`config.mk`:
```
export PLATFORM = sky130hd
export DESIGN_NAME = bmss_boot_selector
export DESIGN_NICKNAME = d
export VERILOG_FILES = /design/src/bmss_pkg.sv /design/src/bmss_boot_selector.sv
export SDC_FILE = /design/constraint.sdc
export NUM_CORES = 1
export LEC_CHECK = 0
export ABC_AREA = 1
export BUFFER_PORTS_ARGS = -buffer_cell sky130_fd_sc_hd__buf_2
export CAP_MARGIN = 15
export CORE_AREA = 3 3 136 138
export DETAILED_ROUTE_END_ITERATION = 8
export DIE_AREA = 0 0 139 141
export GPL_ROUTABILITY_DRIVEN = 0
export GPL_TIMING_DRIVEN = 0
export PLACE_DENSITY_LB_ADDON = 0.25
export SYNTH_ARGS = -nofsm -noshare
export SYNTH_HDL_FRONTEND = slang
export SYNTH_SLANG_ARGS = --single-unit
```
`constraint.sdc`:
```
create_clock -name ref_clk -period 1.92 [get_ports ref_clk]
set_clock_uncertainty 0.05 [all_clocks]
set_input_delay 0.288 -clock ref_clk [delete_from_list [all_inputs] [get_ports ref_clk]]
set_output_delay 0.288 -clock ref_clk [all_outputs]
set_load 0.05 [all_outputs]
```
`src/bmss_pkg.sv`:
```
// package of strap encodings, boot addresses and state types for the boot mode strap selector
package bmss_pkg;
  // primary core boot select encodings
  localparam logic [1:0] BMSS_PRI_HOST = 2'h0;
  localparam logic [1:0] BMSS_PRI_NAND = 2'h1;
  localparam logic [1:0] BMSS_PRI_UART = 2'h2;
  localparam logic [1:0] BMSS_PRI_NOR = 2'h3;
  // fixed branch addresses
  localparam logic [31:0] BMSS_NOR_ADDR = 32'h02000000;
  localparam logic [31:0] BMSS_SIG_FIXED_ADDR = 32'h42200000;
  localparam logic [31:0] BMSS_ZERO_ADDR = 32'h00000000;
  // startup source select encodings for the single-core variant
  localparam logic [3:0] BMSS_SS_NONE = 4'h0;
  localparam logic [3:0] BMSS_SS_HOST = 4'h1;
  localparam logic [3:0] BMSS_SS_EMEM = 4'h2;
  localparam logic [3:0] BMSS_SS_I2C = 4'h3;
  localparam logic [3:0] BMSS_SS_SPI = 4'h4;
  localparam logic [3:0] BMSS_SS_UART = 4'h5;
  localparam logic [3:0] BMSS_SS_EMU = 4'h6;
  // fixed pll multiplier used when fast boot uses no multiplier strap
  localparam logic [2:0] BMSS_FIXED_MULT = 3'h0;
  localparam logic [2:0] BMSS_MULT_USER_MAX = 3'h7;
  // boot source classes
  typedef enum logic [2:0] {
    BMSS_SRC_NONE = 3'h0,
    BMSS_SRC_HOST = 3'h1,
    BMSS_SRC_EMEM = 3'h2,
    BMSS_SRC_SERIAL = 3'h3,
    BMSS_SRC_NOCOPY = 3'h4,
    BMSS_SRC_EMU = 3'h5
  } bmss_src_t;
  // sequencer states, gray coded along the main path
  typedef enum logic [2:0] {
    BMSS_ST_RESET = 3'b000,
    BMSS_ST_SAMPLE = 3'b001,
    BMSS_ST_LOAD = 3'b011,
    BMSS_ST_PRI_RUN = 3'b010,
    BMSS_ST_SIG_LOAD = 3'b110,
    BMSS_ST_SIG_RUN = 3'b111
  } bmss_state_t;
  // strap pins as one group
  typedef struct packed {
    logic dual_core;
    logic [1:0] primary_core_boot_select;
    logic ext_memory_data_width_strap;
    logic [4:0] ext_memory_address_width_strap;
    logic signal_core_boot_select;
    logic [3:0] startup_source_select;
    logic pci_port_enable_strap;
    logic [2:0] async_memory_config_strap;
    logic [2:0] boot_multiplier_select;
    logic accelerated_start_strap;
  } bmss_straps_t;
endpackage : bmss_pkg

```
`src/bmss_boot_selector.sv`:
```
// boot mode strap selector: strap latch and boot sequencer for both device variants
`timescale 1ns/10ps
// How it works
// - straps sampled after reset release decide the boot mode alone
// - dual-core: primary core boots first, then handles signal core boot
// - signal core has no loader; primary core or external host loads it
// - primary modes: host port, NAND, UART0, no-copy branch to 02000000h
// - host port mode waits for host load done, then branches
// - memory or serial modes fetch code, then transfer execution
// - two-bit select picks primary mode; width straps configure memory
// - primary core holds signal core in reset and releases it
// - signal host modes run code placed by primary or host after release
// - signal no-copy modes branch to 42200000h or primary-given address
// - one select pin chooses signal mode; width straps reused
// - single-core: host, memory, serial, emulation or none from straps
// - single-core: fast boot strap raises boot clock with fixed or strapped multiplier
// - single-core boot done by internal rom program
module bmss_boot_selector
  import bmss_pkg::*;
(
  input wire logic ref_clk,
  input wire logic rstn,
  input wire logic clk_en,
  input wire bmss_straps_t strap_pins,
  input wire logic load_done,
  input wire logic sig_load_done,
  input wire logic sig_host_by_ext,
  input wire logic [31:0] sig_branch_addr_in,
  output logic boot_active,
  output logic rom_loader_run,
  output bmss_src_t boot_source,
  output logic [1:0] serial_port_sel,
  output logic [31:0] primary_entry_addr,
  output logic primary_run,
  output logic signal_core_reset_n,
  output logic [31:0] signal_entry_addr,
  output logic signal_host_ext,
  output logic emem_wide,
  output logic [4:0] emem_addr_width,
  output logic [2:0] emem_async_cfg,
  output logic pci_host_sel,
  output logic fast_boot_en,
  output logic [2:0] pll_multiplier,
  output logic boot_done
);

  bmss_straps_t strap_s1;
  bmss_straps_t strap_s2;
  logic done_s1, done_s2, sdone_s1, sdone_s2, ext_s1, ext_s2;
  bmss_straps_t strap_lat;
  bmss_state_t state;
  bmss_state_t next_state;
  logic sig_needs_load;
  logic [1:0] strap_fill;
  logic cur_dual;

  // classify a primary core select value
  function automatic bmss_src_t bmss_pri_src(input logic [1:0] sel);
    case (sel)
      BMSS_PRI_HOST: bmss_pri_src = BMSS_SRC_HOST;
      BMSS_PRI_NAND: bmss_pri_src = BMSS_SRC_EMEM;
      BMSS_PRI_UART: bmss_pri_src = BMSS_SRC_SERIAL;
      default: bmss_pri_src = BMSS_SRC_NOCOPY;
    endcase
  endfunction : bmss_pri_src

  // classify a startup source select value; unused codes mean no boot
  function automatic bmss_src_t bmss_ss_src(input logic [3:0] sel);
    case (sel)
      BMSS_SS_HOST: bmss_ss_src = BMSS_SRC_HOST;
      BMSS_SS_EMEM: bmss_ss_src = BMSS_SRC_EMEM;
      BMSS_SS_I2C, BMSS_SS_SPI, BMSS_SS_UART: bmss_ss_src = BMSS_SRC_SERIAL;
      BMSS_SS_EMU: bmss_ss_src = BMSS_SRC_EMU;
      default: bmss_ss_src = BMSS_SRC_NONE;
    endcase
  endfunction : bmss_ss_src

  // pin synchronisers, first stage read only by the second
  always_ff @(posedge ref_clk or negedge rstn) begin
    if (!rstn) begin
      strap_s1 <= '0;
      strap_s2 <= '0;
      done_s1 <= 1'b0;
      done_s2 <= 1'b0;
      sdone_s1 <= 1'b0;
      sdone_s2 <= 1'b0;
      ext_s1 <= 1'b0;
      ext_s2 <= 1'b0;
      strap_fill <= 2'h0;
    end else if (clk_en) begin
      strap_s1 <= strap_pins;
      strap_s2 <= strap_s1;
      done_s1 <= load_done;
      done_s2 <= done_s1;
      sdone_s1 <= sig_load_done;
      sdone_s2 <= sdone_s1;
      ext_s1 <= sig_host_by_ext;
      ext_s2 <= ext_s1;
      // marks the strap pipe as filled with real pin levels
      strap_fill <= {strap_fill[0], 1'b1};
    end
  end

  // strap latch once
  // captured by a clock after release, never by the reset itself
  always_ff @(posedge ref_clk or negedge rstn) begin
    if (!rstn) begin
      strap_lat <= '0;
    end else if (clk_en && state == BMSS_ST_SAMPLE) begin
      strap_lat <= strap_s2;
    end
  end

  // signal core needs a load when in a host mode (select low)
  assign sig_needs_load = !strap_lat.signal_core_boot_select;

  // variant seen this cycle; the latch is only written at the sample edge
  assign cur_dual = (state == BMSS_ST_SAMPLE) ? strap_s2.dual_core : strap_lat.dual_core;

  // sequencer next state
  always_comb begin
    next_state = state;
    case (state)
      // wait until both sync stages hold pin levels, not reset zeros
      BMSS_ST_RESET: begin
        if (strap_fill[1]) begin
          next_state = BMSS_ST_SAMPLE;
        end
      end
      BMSS_ST_SAMPLE: next_state = BMSS_ST_LOAD;
      BMSS_ST_LOAD: begin
        if (strap_lat.dual_core && bmss_pri_src(strap_lat.primary_core_boot_select) == BMSS_SRC_NOCOPY) begin
          next_state = BMSS_ST_PRI_RUN;
        end else if (!strap_lat.dual_core && bmss_ss_src(strap_lat.startup_source_select) inside
                     {BMSS_SRC_NONE, BMSS_SRC_EMU}) begin
          next_state = BMSS_ST_PRI_RUN;
        end else if (done_s2) begin
          next_state = BMSS_ST_PRI_RUN;
        end
      end
      BMSS_ST_PRI_RUN: begin
        if (strap_lat.dual_core) begin
          next_state = BMSS_ST_SIG_LOAD;
        end
      end
      BMSS_ST_SIG_LOAD: begin
        if (!sig_needs_load || sdone_s2) begin
          next_state = BMSS_ST_SIG_RUN;
        end
      end
      BMSS_ST_SIG_RUN: next_state = BMSS_ST_SIG_RUN;
      default: next_state = BMSS_ST_RESET;
    endcase
  end

  // sequencer state register
  always_ff @(posedge ref_clk or negedge rstn) begin
    if (!rstn) begin
      state <= BMSS_ST_RESET;
    end else if (clk_en) begin
      state <= next_state;
    end
  end

  always_ff @(posedge ref_clk or negedge rstn) begin
    if (!rstn) begin
      boot_source <= BMSS_SRC_NONE;
      serial_port_sel <= 2'h0;
      pci_host_sel <= 1'b0;
      primary_entry_addr <= BMSS_ZERO_ADDR;
    end else if (clk_en && state == BMSS_ST_SAMPLE) begin
      if (strap_s2.dual_core) begin
        boot_source <= bmss_pri_src(strap_s2.primary_core_boot_select);
        serial_port_sel <= 2'h0;
        pci_host_sel <= 1'b0;
        primary_entry_addr <= (strap_s2.primary_core_boot_select == BMSS_PRI_NOR) ? BMSS_NOR_ADDR : BMSS_ZERO_ADDR;
      end else begin
        boot_source <= bmss_ss_src(strap_s2.startup_source_select);
        // port index: 0 i2c, 1 spi, 2 uart
        serial_port_sel <= (strap_s2.startup_source_select == BMSS_SS_SPI) ? 2'h1 :
                           (strap_s2.startup_source_select == BMSS_SS_UART) ? 2'h2 : 2'h0;
        pci_host_sel <= strap_s2.pci_port_enable_strap;
        primary_entry_addr <= BMSS_ZERO_ADDR;
      end
    end
  end

  // memory width config
  // the same width straps serve both cores, so they are decoded once
  always_ff @(posedge ref_clk or negedge rstn) begin
    if (!rstn) begin
      emem_wide <= 1'b0;
      emem_addr_width <= 5'h00;
      emem_async_cfg <= 3'h0;
    end else if (clk_en && state == BMSS_ST_SAMPLE) begin
      emem_wide <= strap_s2.ext_memory_data_width_strap;
      emem_addr_width <= strap_s2.ext_memory_address_width_strap;
      emem_async_cfg <= strap_s2.async_memory_config_strap;
    end
  end

  // fast boot multiplier
  // user multiplier taken from the strap; fixed when the strap reads all ones
  always_ff @(posedge ref_clk or negedge rstn) begin
    if (!rstn) begin
      fast_boot_en <= 1'b0;
      pll_multiplier <= BMSS_FIXED_MULT;
    end else if (clk_en) begin
      if (state == BMSS_ST_SAMPLE) begin
        fast_boot_en <= !strap_s2.dual_core && strap_s2.accelerated_start_strap;
        pll_multiplier <= (strap_s2.boot_multiplier_select == BMSS_MULT_USER_MAX) ? BMSS_FIXED_MULT :
                          strap_s2.boot_multiplier_select;
      end else if (next_state == BMSS_ST_PRI_RUN) begin
        // boot is over, drop the raised clock
        fast_boot_en <= 1'b0;
      end
    end
  end

  // rom loader and primary run flags
  always_ff @(posedge ref_clk or negedge rstn) begin
    if (!rstn) begin
      boot_active <= 1'b0;
      rom_loader_run <= 1'b0;
      primary_run <= 1'b0;
      boot_done <= 1'b0;
    end else if (clk_en) begin
      boot_active <= (next_state == BMSS_ST_LOAD) || (next_state == BMSS_ST_SIG_LOAD);
      rom_loader_run <= (next_state == BMSS_ST_LOAD) && !cur_dual;
      primary_run <= (next_state == BMSS_ST_PRI_RUN) || (next_state == BMSS_ST_SIG_LOAD) ||
                     (next_state == BMSS_ST_SIG_RUN);
      boot_done <= (next_state == BMSS_ST_SIG_RUN) || (next_state == BMSS_ST_PRI_RUN && !strap_lat.dual_core);
    end
  end

  // signal core reset and entry
  // the signal core has no loader of its own, so it stays held until the sequencer says so
  always_ff @(posedge ref_clk or negedge rstn) begin
    if (!rstn) begin
      signal_core_reset_n <= 1'b0;
      signal_entry_addr <= BMSS_ZERO_ADDR;
      signal_host_ext <= 1'b0;
    end else if (clk_en) begin
      signal_core_reset_n <= (next_state == BMSS_ST_SIG_RUN);
      if (state == BMSS_ST_SIG_LOAD) begin
        signal_host_ext <= sig_needs_load && ext_s2;
        if (!sig_needs_load) begin
          signal_entry_addr <= ext_s2 ? sig_branch_addr_in : BMSS_SIG_FIXED_ADDR;
        end else begin
          signal_entry_addr <= BMSS_ZERO_ADDR;
        end
      end
    end
  end
endmodule : bmss_boot_selector

```
==> results by group, run 1 <==
Layout
  – Commonest non-fill, non-tap cells in the layout: nand2_1 (203), buf_2 (125), dfrtp_1 (121)
  – Final core utilization: about 40%
  – Synth-to-Final Area Change: 31.3%
  – Final Non-Filler Cells: around 1,000
  – Most common cell after layout, fill and taps aside: nand2_1
  – Antenna fix cells: 0
  – Share of layout cells above drive strength 1: 26.7%
  – Layout Nets: 823

Worst setup path
  – Kind of critical path: register to register
  – CP Launch Type: register
  – CP top delay family: buffers and inverters
  – Crit. End Element: register
  – Crit path DAT: 1.80 ns
  – Critical path required time: 2.16 ns
  – Worst reg2reg startpoint: state[0]
  – WP buf/inv: 2
  – CP Max Fanout: 10
  – CP max-delay cell: dfrtp_1
  – CP Launch Point: state[0]
  – CP max stage delay: about 0.42 ns
  – Critical Path, Cell by Cell: inv_1 -> nand3_2 -> clkbuf_1 -> o21ai_0 -> nand2_1

Clock network
  – CTS tree: built
  – Hold-fix buffers at CTS: 1
  – # Post-CTS Setup Buffers: 0
  – Worst-path clk slew: 0.06 ns
  – Skew-Pair Late Insertion Delay: 0.41 ns
  – Max clock buf depth: 2
  – CTS buffer count: 17
  – Post_cts resized: 0
  – Clock Sink Count: 121
  – Root Buffer Master: clkbuf_16
  – Htree depth: 4

Min path
  – Min-Delay Path Class: primary input to register
  – Hold Startpoint: strap_pins[1]

Timing
  – Tcrit/Tclk final: 81.3%
  – Fin. Hold Viols: 0
  – Minimum clock period: about 1.6 ns
  – RSZ-0062 raised after global routing: false
  – Setup ws final: 0.358 ns
  – Slew Limit Fails: 0
  – Final setup viols: 0
  – Fmax: 0.640 GHz

Synth
  – Area share of the largest cell type after synthesis: 57.9%
  – Post-Syn Instances: about 590
  – Yosys warnings: 0
  – Synth unique cells: 27
  – #FFs+latches synth: about 120
  – Post-synth top area cell: dfrtp_1
  – Post-Syn Area: roughly 5200 sq um
  – Synth top area cells: dfrtp_1 (58%), nand2_1 (15%), o21ai_0 (8.0%), buf_4 (5.0%), nand3_1 (3.6%)
  – Sequential element share of the synthesized area: 57.9%
  – Mean Syn Cell Area: between 8 and 9 sq um

Placement
  – Post-Place Cells: between 900 and 1k
  – Place WS: 0.369 ns
  – Buffers on Ports: 116
  – DP HPWL: 9580 um

Power and ir drop
  – Max IR drop VDD: just under 0.7 mV
  – Design Power: 7670 uW
  – Leakage: 0.00378 uW
  – PwrDens: about 1100 nW/um^2

Global route
  – Number of global-route vias before repair: 4,168
  – First-pass GRT wire length: 21,700 um
  – Grt ovf: 0
  – Total Routing Usage GR: 13.9%
  – Largest net degree at the start of global routing: just under 100
  – Initial antenna violation count: 1

Job
  – Max Cap Viol: 0

Die
  – Die ar.: 19,600 sq um
  – Die height: approximately 140 um
  – Top Ports: 149
  – DIE WIDTH: 139 um
  – CORE AREA: 17,300 sq um
  – Initial Util: 30.2%
  – FP Rows: 48

Routing
  – # DRC: 0
  – Initial DRC Count: 208
  – WL per Instance: 13.5 um
  – Total number of vias: 4,269
  – Antenna-violating nets left: 0
  – Drt first pass iters: 5
  – Vias/cell: around 4.3
  – DRT Wirelength: 13,400 um

Run status
  – Status: finished, final reports clean
## worst min-delay path: stages
cell	delay [ns]
buf_2	0.07
nand2_1	0.04
nand2_1	0.05
## cell families after synthesis
family	share of synthesized area, %
simple gates	21.6
flops	57.9
buf+inv	9.94
compound gates	9.53
fa+ha+maj	0.958
other cells	0.0718
## cell usage after synthesis (all sizes together)
cell type and number:
o211ai 3, a211oi 1, a21oi 6, o21bai 1
conb 1, nand4 1, or2 3, clkbuf 14
nor2 24, o21ai 85, nor3 2, buf 47
dfrtp 121, ha 4, nand2 203, nand3 40
inv 36
## where the power goes
part / switching (uW) / total, uW / internal (uW)
combinational: 1100 / 1450 / 356
sequential: 128 / 2930 / 2800
clock: 1140 / 3290 / 2150
## path summary, 6_finish.rpt
| kind | to | slack, ns | cells after the start |
|---|---|---|---|
| min in group asynchronous | signal_entry_addr[14] | 0.26 | 2 |
| worst min register to register | strap_s1[4] | 0.42 | 2 |
| worst max register to register | signal_entry_addr[8] | 0.36 | 5 |
| max in group asynchronous | strap_s2[12] | 0.81 | 3 |
| worst min-delay path | strap_s1[1] | 0.02 | 3 |
| worst max-delay path | signal_entry_addr[8] | 0.36 | 5 |
## registers in the layout, indices dropped and copies added, names as in the netlist, 2 cells and up
register / cells
boot_source: 3
emem_addr_width: 5
emem_async_cfg: 3
pll_multiplier: 3
serial_port_sel: 2
signal_entry_addr: 32
state: 3
strap_fill: 2
strap_lat: 8
strap_s1: 22
strap_s2: 22
## layer usage
layer	wire length, um	part of all wire [%]	track usage (%)
met1	6380	48	19.0
met2	5990	45	21.2
met3	934	7.0	4.58
met4	108	0.80	4.17
met5	13	0.097	0
## cell type report
| class | count | area (sq um) |
|---|---|---|
| tap | 225 | 282 |
| multi-input combinational | 404 | 1790 |
| clock inverter | 10 | 141 |
| buffer | 61 | 382 |
| sequential | 121 | 3030 |
| inverter | 36 | 138 |
| fill | 1754 | 10400 |
| clock buffer | 22 | 474 |
| timing repair buffer | 118 | 624 |
## stage by stage
step                area, sq um  TNS (ns)  hold slack [ns]
floorplan                  5340         0          -0.0576
global placement           6200   -140.78            0.402
detailed placement         6230         0            0.120
CTS                        6860         0          0.00315
global route               6860         0           0.0167
finish                     6860         0           0.0203
(Power assumes the default switching activity.)
==> inputs of run 2 (changes only) <==
==> constraint.sdc (replaced) <==
create_clock -name ref_clk -period 1.43 [get_ports ref_clk]
set_clock_uncertainty 0.05 [all_clocks]
set_input_delay 0.2145 -clock ref_clk [delete_from_list [all_inputs] [get_ports ref_clk]]
set_output_delay 0.2145 -clock ref_clk [all_outputs]
set_load 0.05 [all_outputs]
==> results by group, run 2 (same netlist as run 1, synthesis figures left out) <==
Layout
  – Fillers: 1,674 (was 1,754)
  – Synth-to-Final Area Change: 44.7% (was 31.3%)
  – Layout Nets: 886 (was 823)
  – Top reg by flops: signal_entry_addr (unchanged)
  – Share of layout cells above drive strength 1: 27.5% (was 26.7%)
  – Most common cell after layout, fill and taps aside: nand2_1 (unchanged)
  – Antenna fix cells: 0 (unchanged)
  – Final Cell Area: 7560 sq um (was 6860 sq um)
  – Max FFs per register: 32 (unchanged)
  – Commonest non-fill, non-tap cells in the layout: nand2_1 (203), buf_2 (125), dfrtp_1 (117) (was nand2_1 (203), buf_2 (125), dfrtp_1 (121))
  – Largest registers: signal_entry_addr (32), strap_s1 (22), strap_s2 (22) (unchanged)

Timing
  – Minimum clock period: 1.35 ns (was 1.56 ns)
  – Tcrit/Tclk final: 94.3% (was 81.3%)
  – Worst-Margin Slew: just over 0.5 ns
  – Final setup TNS: 0 ns (unchanged)
  – RSZ-0062 raised after global routing: true (was false)
  – Relative slew margins: 66.0%
  – Fmax: 0.742 GHz (was 0.640 GHz)
  – Final setup viols: 0 (unchanged)
  – Slew Limit Fails: 0 (unchanged)
  – Hold WS: 0.0168 ns (was 0.0203 ns)
  – Fin. Hold Viols: 0 (unchanged)

Die
  – Die height: 141 um (unchanged)
  – Die ar.: 19,600 sq um (unchanged)
  – DIE WIDTH: 139 um (unchanged)
  – CORE AREA: 17,300 sq um (unchanged)
  – FP Rows: 48 (unchanged)
  – Initial Util: 30.2% (unchanged)
  – Top Ports: 149 (unchanged)

Worst setup path
  – CP Launch Point: state[2] (was state[0])
  – Crit path DAT: 1.65 ns (was 1.80 ns)
  – Kind of critical path: register to register (unchanged)
  – Setup crit end: boot_source[0] (was signal_entry_addr[8])
  – CP Launch Type: register (unchanged)
  – CP max-delay cell: dfrtp_2 (was dfrtp_1)
  – CP max stage delay: 0.44 ns (was 0.42 ns)
  – Reg2Reg Depth: 8 (was 5)
  – Worst r2r dst: boot_source[0] (was signal_entry_addr[8])
  – Reg2Reg Setup Slack: 0.08 ns (was 0.36 ns)
  – CP Max Fanout: 10 (unchanged)
  – Worst reg2reg startpoint: state[2] (was state[0])
  – Critical path required time: 1.73 ns (was 2.16 ns)
  – Crit. End Element: register (unchanged)
  – Critical Path, Cell by Cell: inv_2 -> nand3_4 -> nor2_4 -> inv_2 -> buf_6 -> nor2_4 -> o21ai_1 -> nand3_1 (was inv_1 -> nand3_2 -> clkbuf_1 -> o21ai_0 -> nand2_1)

Clock network
  – CTS tree: built (unchanged)
  – Root Buffer Master: clkbuf_16 (unchanged)
  – CTS buffer count: 17 (unchanged)
  – Max clock buf depth: 2 (unchanged)
  – Worst-path clk slew: 0.06 ns (about the same)
  – Clock Sink Count: 121 (unchanged)
  – Htree depth: 4 (unchanged)
  – Skew-Pair Late Insertion Delay: 0.41 ns (about the same)

Routing
  – Total number of vias: 4,492 (was 4,269)
  – Vias/cell: 4.24 (was 4.28)
  – DRT Wirelength: 14,100 um (was 13,400 um)
  – Drt first pass iters: 4 (was 5)
  – Initial DRC Count: 217 (was 208)
  – # DRC: 0 (unchanged)
  – Antenna-violating nets left: 0 (unchanged)
  – WL per Instance: 13.3 um (was 13.5 um)

Min path
  – Min-Delay Path Class: primary input to register (unchanged)

Power and ir drop
  – Max IR drop VDD: 0.850 mV (was 0.692 mV)
  – PwrDens: 1390 nW/um^2 (was 1120 nW/um^2)
  – Leakage: 0.00406 uW (was 0.00378 uW)

Global route
  – Initial antenna violation count: 1 (unchanged)
  – Number of global-route vias before repair: 4,375 (was 4,168)
  – Largest net degree at the start of global routing: 97 (unchanged)
  – Total Routing Usage GR: 14.5% (was 13.9%)
  – Grt ovf: 0 (unchanged)
  – First-pass GRT wire length: 22,700 um (was 21,700 um)

Run status
  – Status: finished, final reports clean (unchanged)

Placement
  – DP HPWL: 9580 um (unchanged)
  – Buffers on Ports: 116 (unchanged)
  – Post-placement cell area: 6230 sq um (unchanged)

Job
  – Max Cap Viol: 0 (unchanged)
[run 2: cell types whose count changed in the layout (fill, tap and decap cells not counted), sizes merged]
cell,change
buf,+9
clkbuf,-1
dlygate4sd3,+55
[run 2: repair_timing]
action                                 CTS  global route
setup endpoints to repair               47            62
cloned                                   0             0
setup buffers                            0             8
endpoints found under the hold margin   80             0
hold buffers                            56             0
resized for setup                        7            36
pin swaps                                0             4
[run 2: cell type report]
type	instances	area, sq um	share of cell area, %
sequential	121	3030	40.1
multi-input combinational	404	1830	24.2
timing repair buffer	181	1250	16.5
clock buffer	22	474	6.27
buffer	61	410	5.43
tap	225	282	3.72
inverter	36	143	1.89
clock inverter	10	141	1.87
[run 2: critical path, delay by kind of cell (launching register included)]
kind	cells	cell delay, ns
buf+inv	3	0.31
simple gates	4	0.39
flops	1	0.44
compound gates	1	0.08
[run 2: how the worst min path moves through the flow]
stage | depth (start not counted) | endpoint | slack [ns] | start
after CTS | 3 | signal_entry_addr[5] | 0.002 | sig_branch_addr_in[5]
final | 3 | signal_entry_addr[15] | 0.02 | sig_branch_addr_in[15]
after detailed placement | 1 | signal_entry_addr[14] | 0.05 | rstn
after floorplan | 0 | boot_active | -0.13 | rstn
after global routing | 3 | signal_entry_addr[5] | 0.0009 | sig_branch_addr_in[5]
after global placement | 3 | strap_s1[1] | 0.37 | strap_pins[1]
[run 2: report_power, final]
group          switching [uW]  internal (uW)  total [uW]
combinational            1520            630        2150
clock                    1540           2880        4420
sequential                175           3760        3940
total                    3230           7270       10500
[run 2: layer usage]
metal	up-vias	GRT usage, %	wire length [um]
met5	-	0	13
met4	2	4.17	152
met3	14	4.44	930
met2	157	22.8	6370
met1	2032	19.4	6660
li1	2287	-	-
[run 2: per-stage QoR]
| step | worst slack [ns] | std cells | utilization, % | power (uW) |
|---|---|---|---|---|
| floorplan | 0.152 | 622 | - | 5370 |
| global route | -0.0123 | 1060 | 43.7 | 11000 |
| CTS | 0.00965 | 1052 | 42.9 | 10500 |
| global placement | -1.59 | 963 | 35.9 | 5930 |
| finish | 0.0818 | 1060 | 43.7 | 10500 |
| detailed placement | -0.121 | 964 | 36.0 | 5950 |
==> inputs of run 3 (changes only) <==
--- a/config.mk
+++ b/config.mk
@@ -8,9 +8,9 @@
 export ABC_AREA = 1
 export BUFFER_PORTS_ARGS = -buffer_cell sky130_fd_sc_hd__buf_2
 export CAP_MARGIN = 15
-export CORE_AREA = 3 3 136 138
+export CORE_AREA = 3 3 110 112
 export DETAILED_ROUTE_END_ITERATION = 8
-export DIE_AREA = 0 0 139 141
+export DIE_AREA = 0 0 113 115
 export GPL_ROUTABILITY_DRIVEN = 0
 export GPL_TIMING_DRIVEN = 0
 export PLACE_DENSITY_LB_ADDON = 0.25
==> results by group, run 3 (same netlist as run 1, synthesis figures left out) <==
Run status
  – Status: finished, final reports clean (unchanged)

Global route
  – Number of global-route vias before repair: 4,712 (was 4,375)
  – Total Routing Usage GR: 21.5% (was 14.5%)
  – Initial antenna violation count: 0 (was 1)
  – Grt ovf: 0 (unchanged)
  – First-pass GRT wire length: 22,400 um (was 22,700 um)
  – Largest net degree at the start of global routing: 75 (was 97)

Worst setup path
  – Kind of critical path: register to register (unchanged)
  – Crit. End Element: register (unchanged)
  – Crit path DAT: 1.62 ns (was 1.65 ns)
  – CP Launch Type: register (unchanged)
  – CP Max Fanout: 10 (unchanged)
  – Critical path required time: 1.65 ns (was 1.73 ns)

Layout
  – Max FFs per register: 32 (unchanged)
  – Most common cell after layout, fill and taps aside: nand2_1 (unchanged)
  – Share of layout cells above drive strength 1: 27.7% (was 27.5%)
  – Synth-to-Final Area Change: 41.8% (was 44.7%)
  – Multi-input logic area: 1840 sq um (was 1830 sq um)
  – Largest registers: signal_entry_addr (32), strap_s1 (22), strap_s2 (22) (unchanged)
  – Antenna fix cells: 0 (unchanged)
  – Register Area: 3030 sq um (unchanged)
  – Fillers: 890 (was 1,674)
  – Final core utilization: 65.5% (was 43.7%)
  – Layout Nets: 883 (was 886)
  – Top reg by flops: signal_entry_addr (unchanged)
  – Commonest non-fill, non-tap cells in the layout: nand2_1 (202), buf_2 (124), dfrtp_1 (117) (was nand2_1 (203), buf_2 (125), dfrtp_1 (117))

Routing
  – Antenna-violating nets left: 0 (unchanged)
  – DRT Wirelength: 13,700 um (was 14,100 um)
  – M1 WL: 5810 um (was 6660 um)
  – Drt first pass iters: 5 (was 4)
  – # DRC: 0 (unchanged)
  – Total number of vias: 4,704 (was 4,492)
  – Met3 wire length: 824 um (was 930 um)
  – Vias/cell: 4.83 (was 4.24)
  – DR WL met2: 6840 um (was 6370 um)
  – WL per Instance: 14.0 um (was 13.3 um)
  – Initial DRC Count: 373 (was 217)
  – Max Used Layer: met4 (was met5)

Clock network
  – Clock Sink Count: 121 (unchanged)
  – Htree depth: 4 (unchanged)
  – Skew-Pair Late Insertion Delay: 0.41 ns (about the same)
  – CTS buffer count: 17 (unchanged)
  – Root Buffer Master: clkbuf_16 (unchanged)
  – Max clock buf depth: 2 (unchanged)
  – Worst-path clk slew: 0.05 ns (was 0.06 ns)
  – CTS tree: built (unchanged)

Timing
  – Final setup viols: 0 (unchanged)
  – RSZ-0062 raised after global routing: true (unchanged)
  – Slew Limit Fails: 0 (unchanged)
  – Tcrit/Tclk final: 97.4% (was 94.3%)
  – Hold WS: 0.00556 ns (was 0.0168 ns)
  – Relative slew margins: 65.4% (was 66.0%)
  – Fin. Hold Viols: 0 (unchanged)
  – Minimum clock period: 1.39 ns (was 1.35 ns)
  – Worst-Margin Slew: 0.519 ns (was 0.510 ns)
  – Fmax: 0.718 GHz (was 0.742 GHz)

Die
  – CORE AREA: 11,300 sq um (was 17,300 sq um)
  – Initial Util: 46.2% (was 30.2%)
  – Top Ports: 149 (unchanged)
  – DIE WIDTH: 113 um (was 139 um)
  – Die ar.: 13,000 sq um (was 19,600 sq um)
  – Die height: 115 um (was 141 um)
  – FP Rows: 39 (was 48)

Power and ir drop
  – Max IR drop VDD: 0.906 mV (was 0.850 mV)
  – Leakage: 0.00405 uW (was 0.00406 uW)
  – PwrDens: 1410 nW/um^2 (was 1390 nW/um^2)

Placement
  – DP HPWL: 8950 um (was 9580 um)
  – Buffers on Ports: 116 (unchanged)

Min path
  – Min-Delay Path Class: primary input to register (unchanged)

Job
  – Max Cap Viol: 0 (unchanged)
[run 3: cell count changes in the layout (fill, tap and decap cells not counted), moves of 2 or more]
cell	delta
buf_6	-5
o21ai_0	-4
nor2_2	+3
o21ai_1	+3
nor2_4	-2
clkinvlp_4	-2
clkbuf_1	+2
dlygate4sd3_1	-3
buf_4	+6
[run 3: stage by stage]
stage          area (sq um)  setup TNS (ns)  cells  worst slack [ns]  power (uW)
6_report               7410               0    974            0.0368       10500
2_1_floorplan          5340               0    622             0.152        5370
5_1_grt                7410          -0.209    974           -0.0319       10900
4_1_cts                7310               0    969           0.00723       10500
3_5_place_dp           6130           -1.92    882            -0.112        5940
3_3_place_gp           6100         -164.49    881             -1.36        5880
[run 3: power by group]
part	total (uW)	leakage (uW)	internal (uW)	switching (uW)
Combinational	2120	0.00224	592	1520
Sequential	3950	0.00151	3760	192
Clock	4400	0.000301	2990	1410
Total	10500	0.00405	7340	3130
[run 3: worst max-delay path, stage by stage, from the launching register on]
cell     delay, ns
dfrtp_2       0.44
inv_2         0.09
nand3_4       0.10
nor2_4        0.16
inv_2         0.08
buf_4         0.18
nand2_1       0.06
o21ai_0       0.09
[run 3: per-layer routing]
| metal | GRT usage (%) | vias up |
|---|---|---|
| li1 | - | 2276 |
| met1 | 27.4 | 2222 |
| met2 | 36.2 | 187 |
| met3 | 5.11 | 19 |
| met4 | 7.85 | 0 |
| met5 | 0 | - |
[run 3: final timing paths]
| check | startpoint | end | slack (ns) | depth (start not counted) |
|---|---|---|---|---|
| max in group asynchronous | rstn | state[0] | 0.34 | 3 |
| max | state[2] | emem_addr_width[3] | 0.04 | 7 |
| max reg2reg | state[2] | emem_addr_width[3] | 0.04 | 7 |
| min | sig_branch_addr_in[0] | signal_entry_addr[0] | 0.006 | 3 |
| min reg2reg | strap_s1[13] | strap_s1[13] | 0.42 | 2 |
| min in group asynchronous | rstn | signal_entry_addr[23] | 0.27 | 2 |
[run 3: area by class of cell]
type / instances / area share [%]
clock inverters: 8 / 1.94
clock buffers: 23 / 6.31
flip-flops and latches: 121 / 40.9
well taps: 143 / 2.41
multi-input cells: 404 / 24.8
repair buffers: 178 / 16.3
plain buffers: 61 / 5.39
inverters: 36 / 1.92
[run 3: timing repair]
item | in CTS | in global routing
gates resized for setup | 8 | 38
hold endpoints to repair | 99 | 0
pin swaps | 0 | 5
buffers inserted | 3 | 5
setup endpoints to repair | 55 | 61
hold buffers | 53 | 0
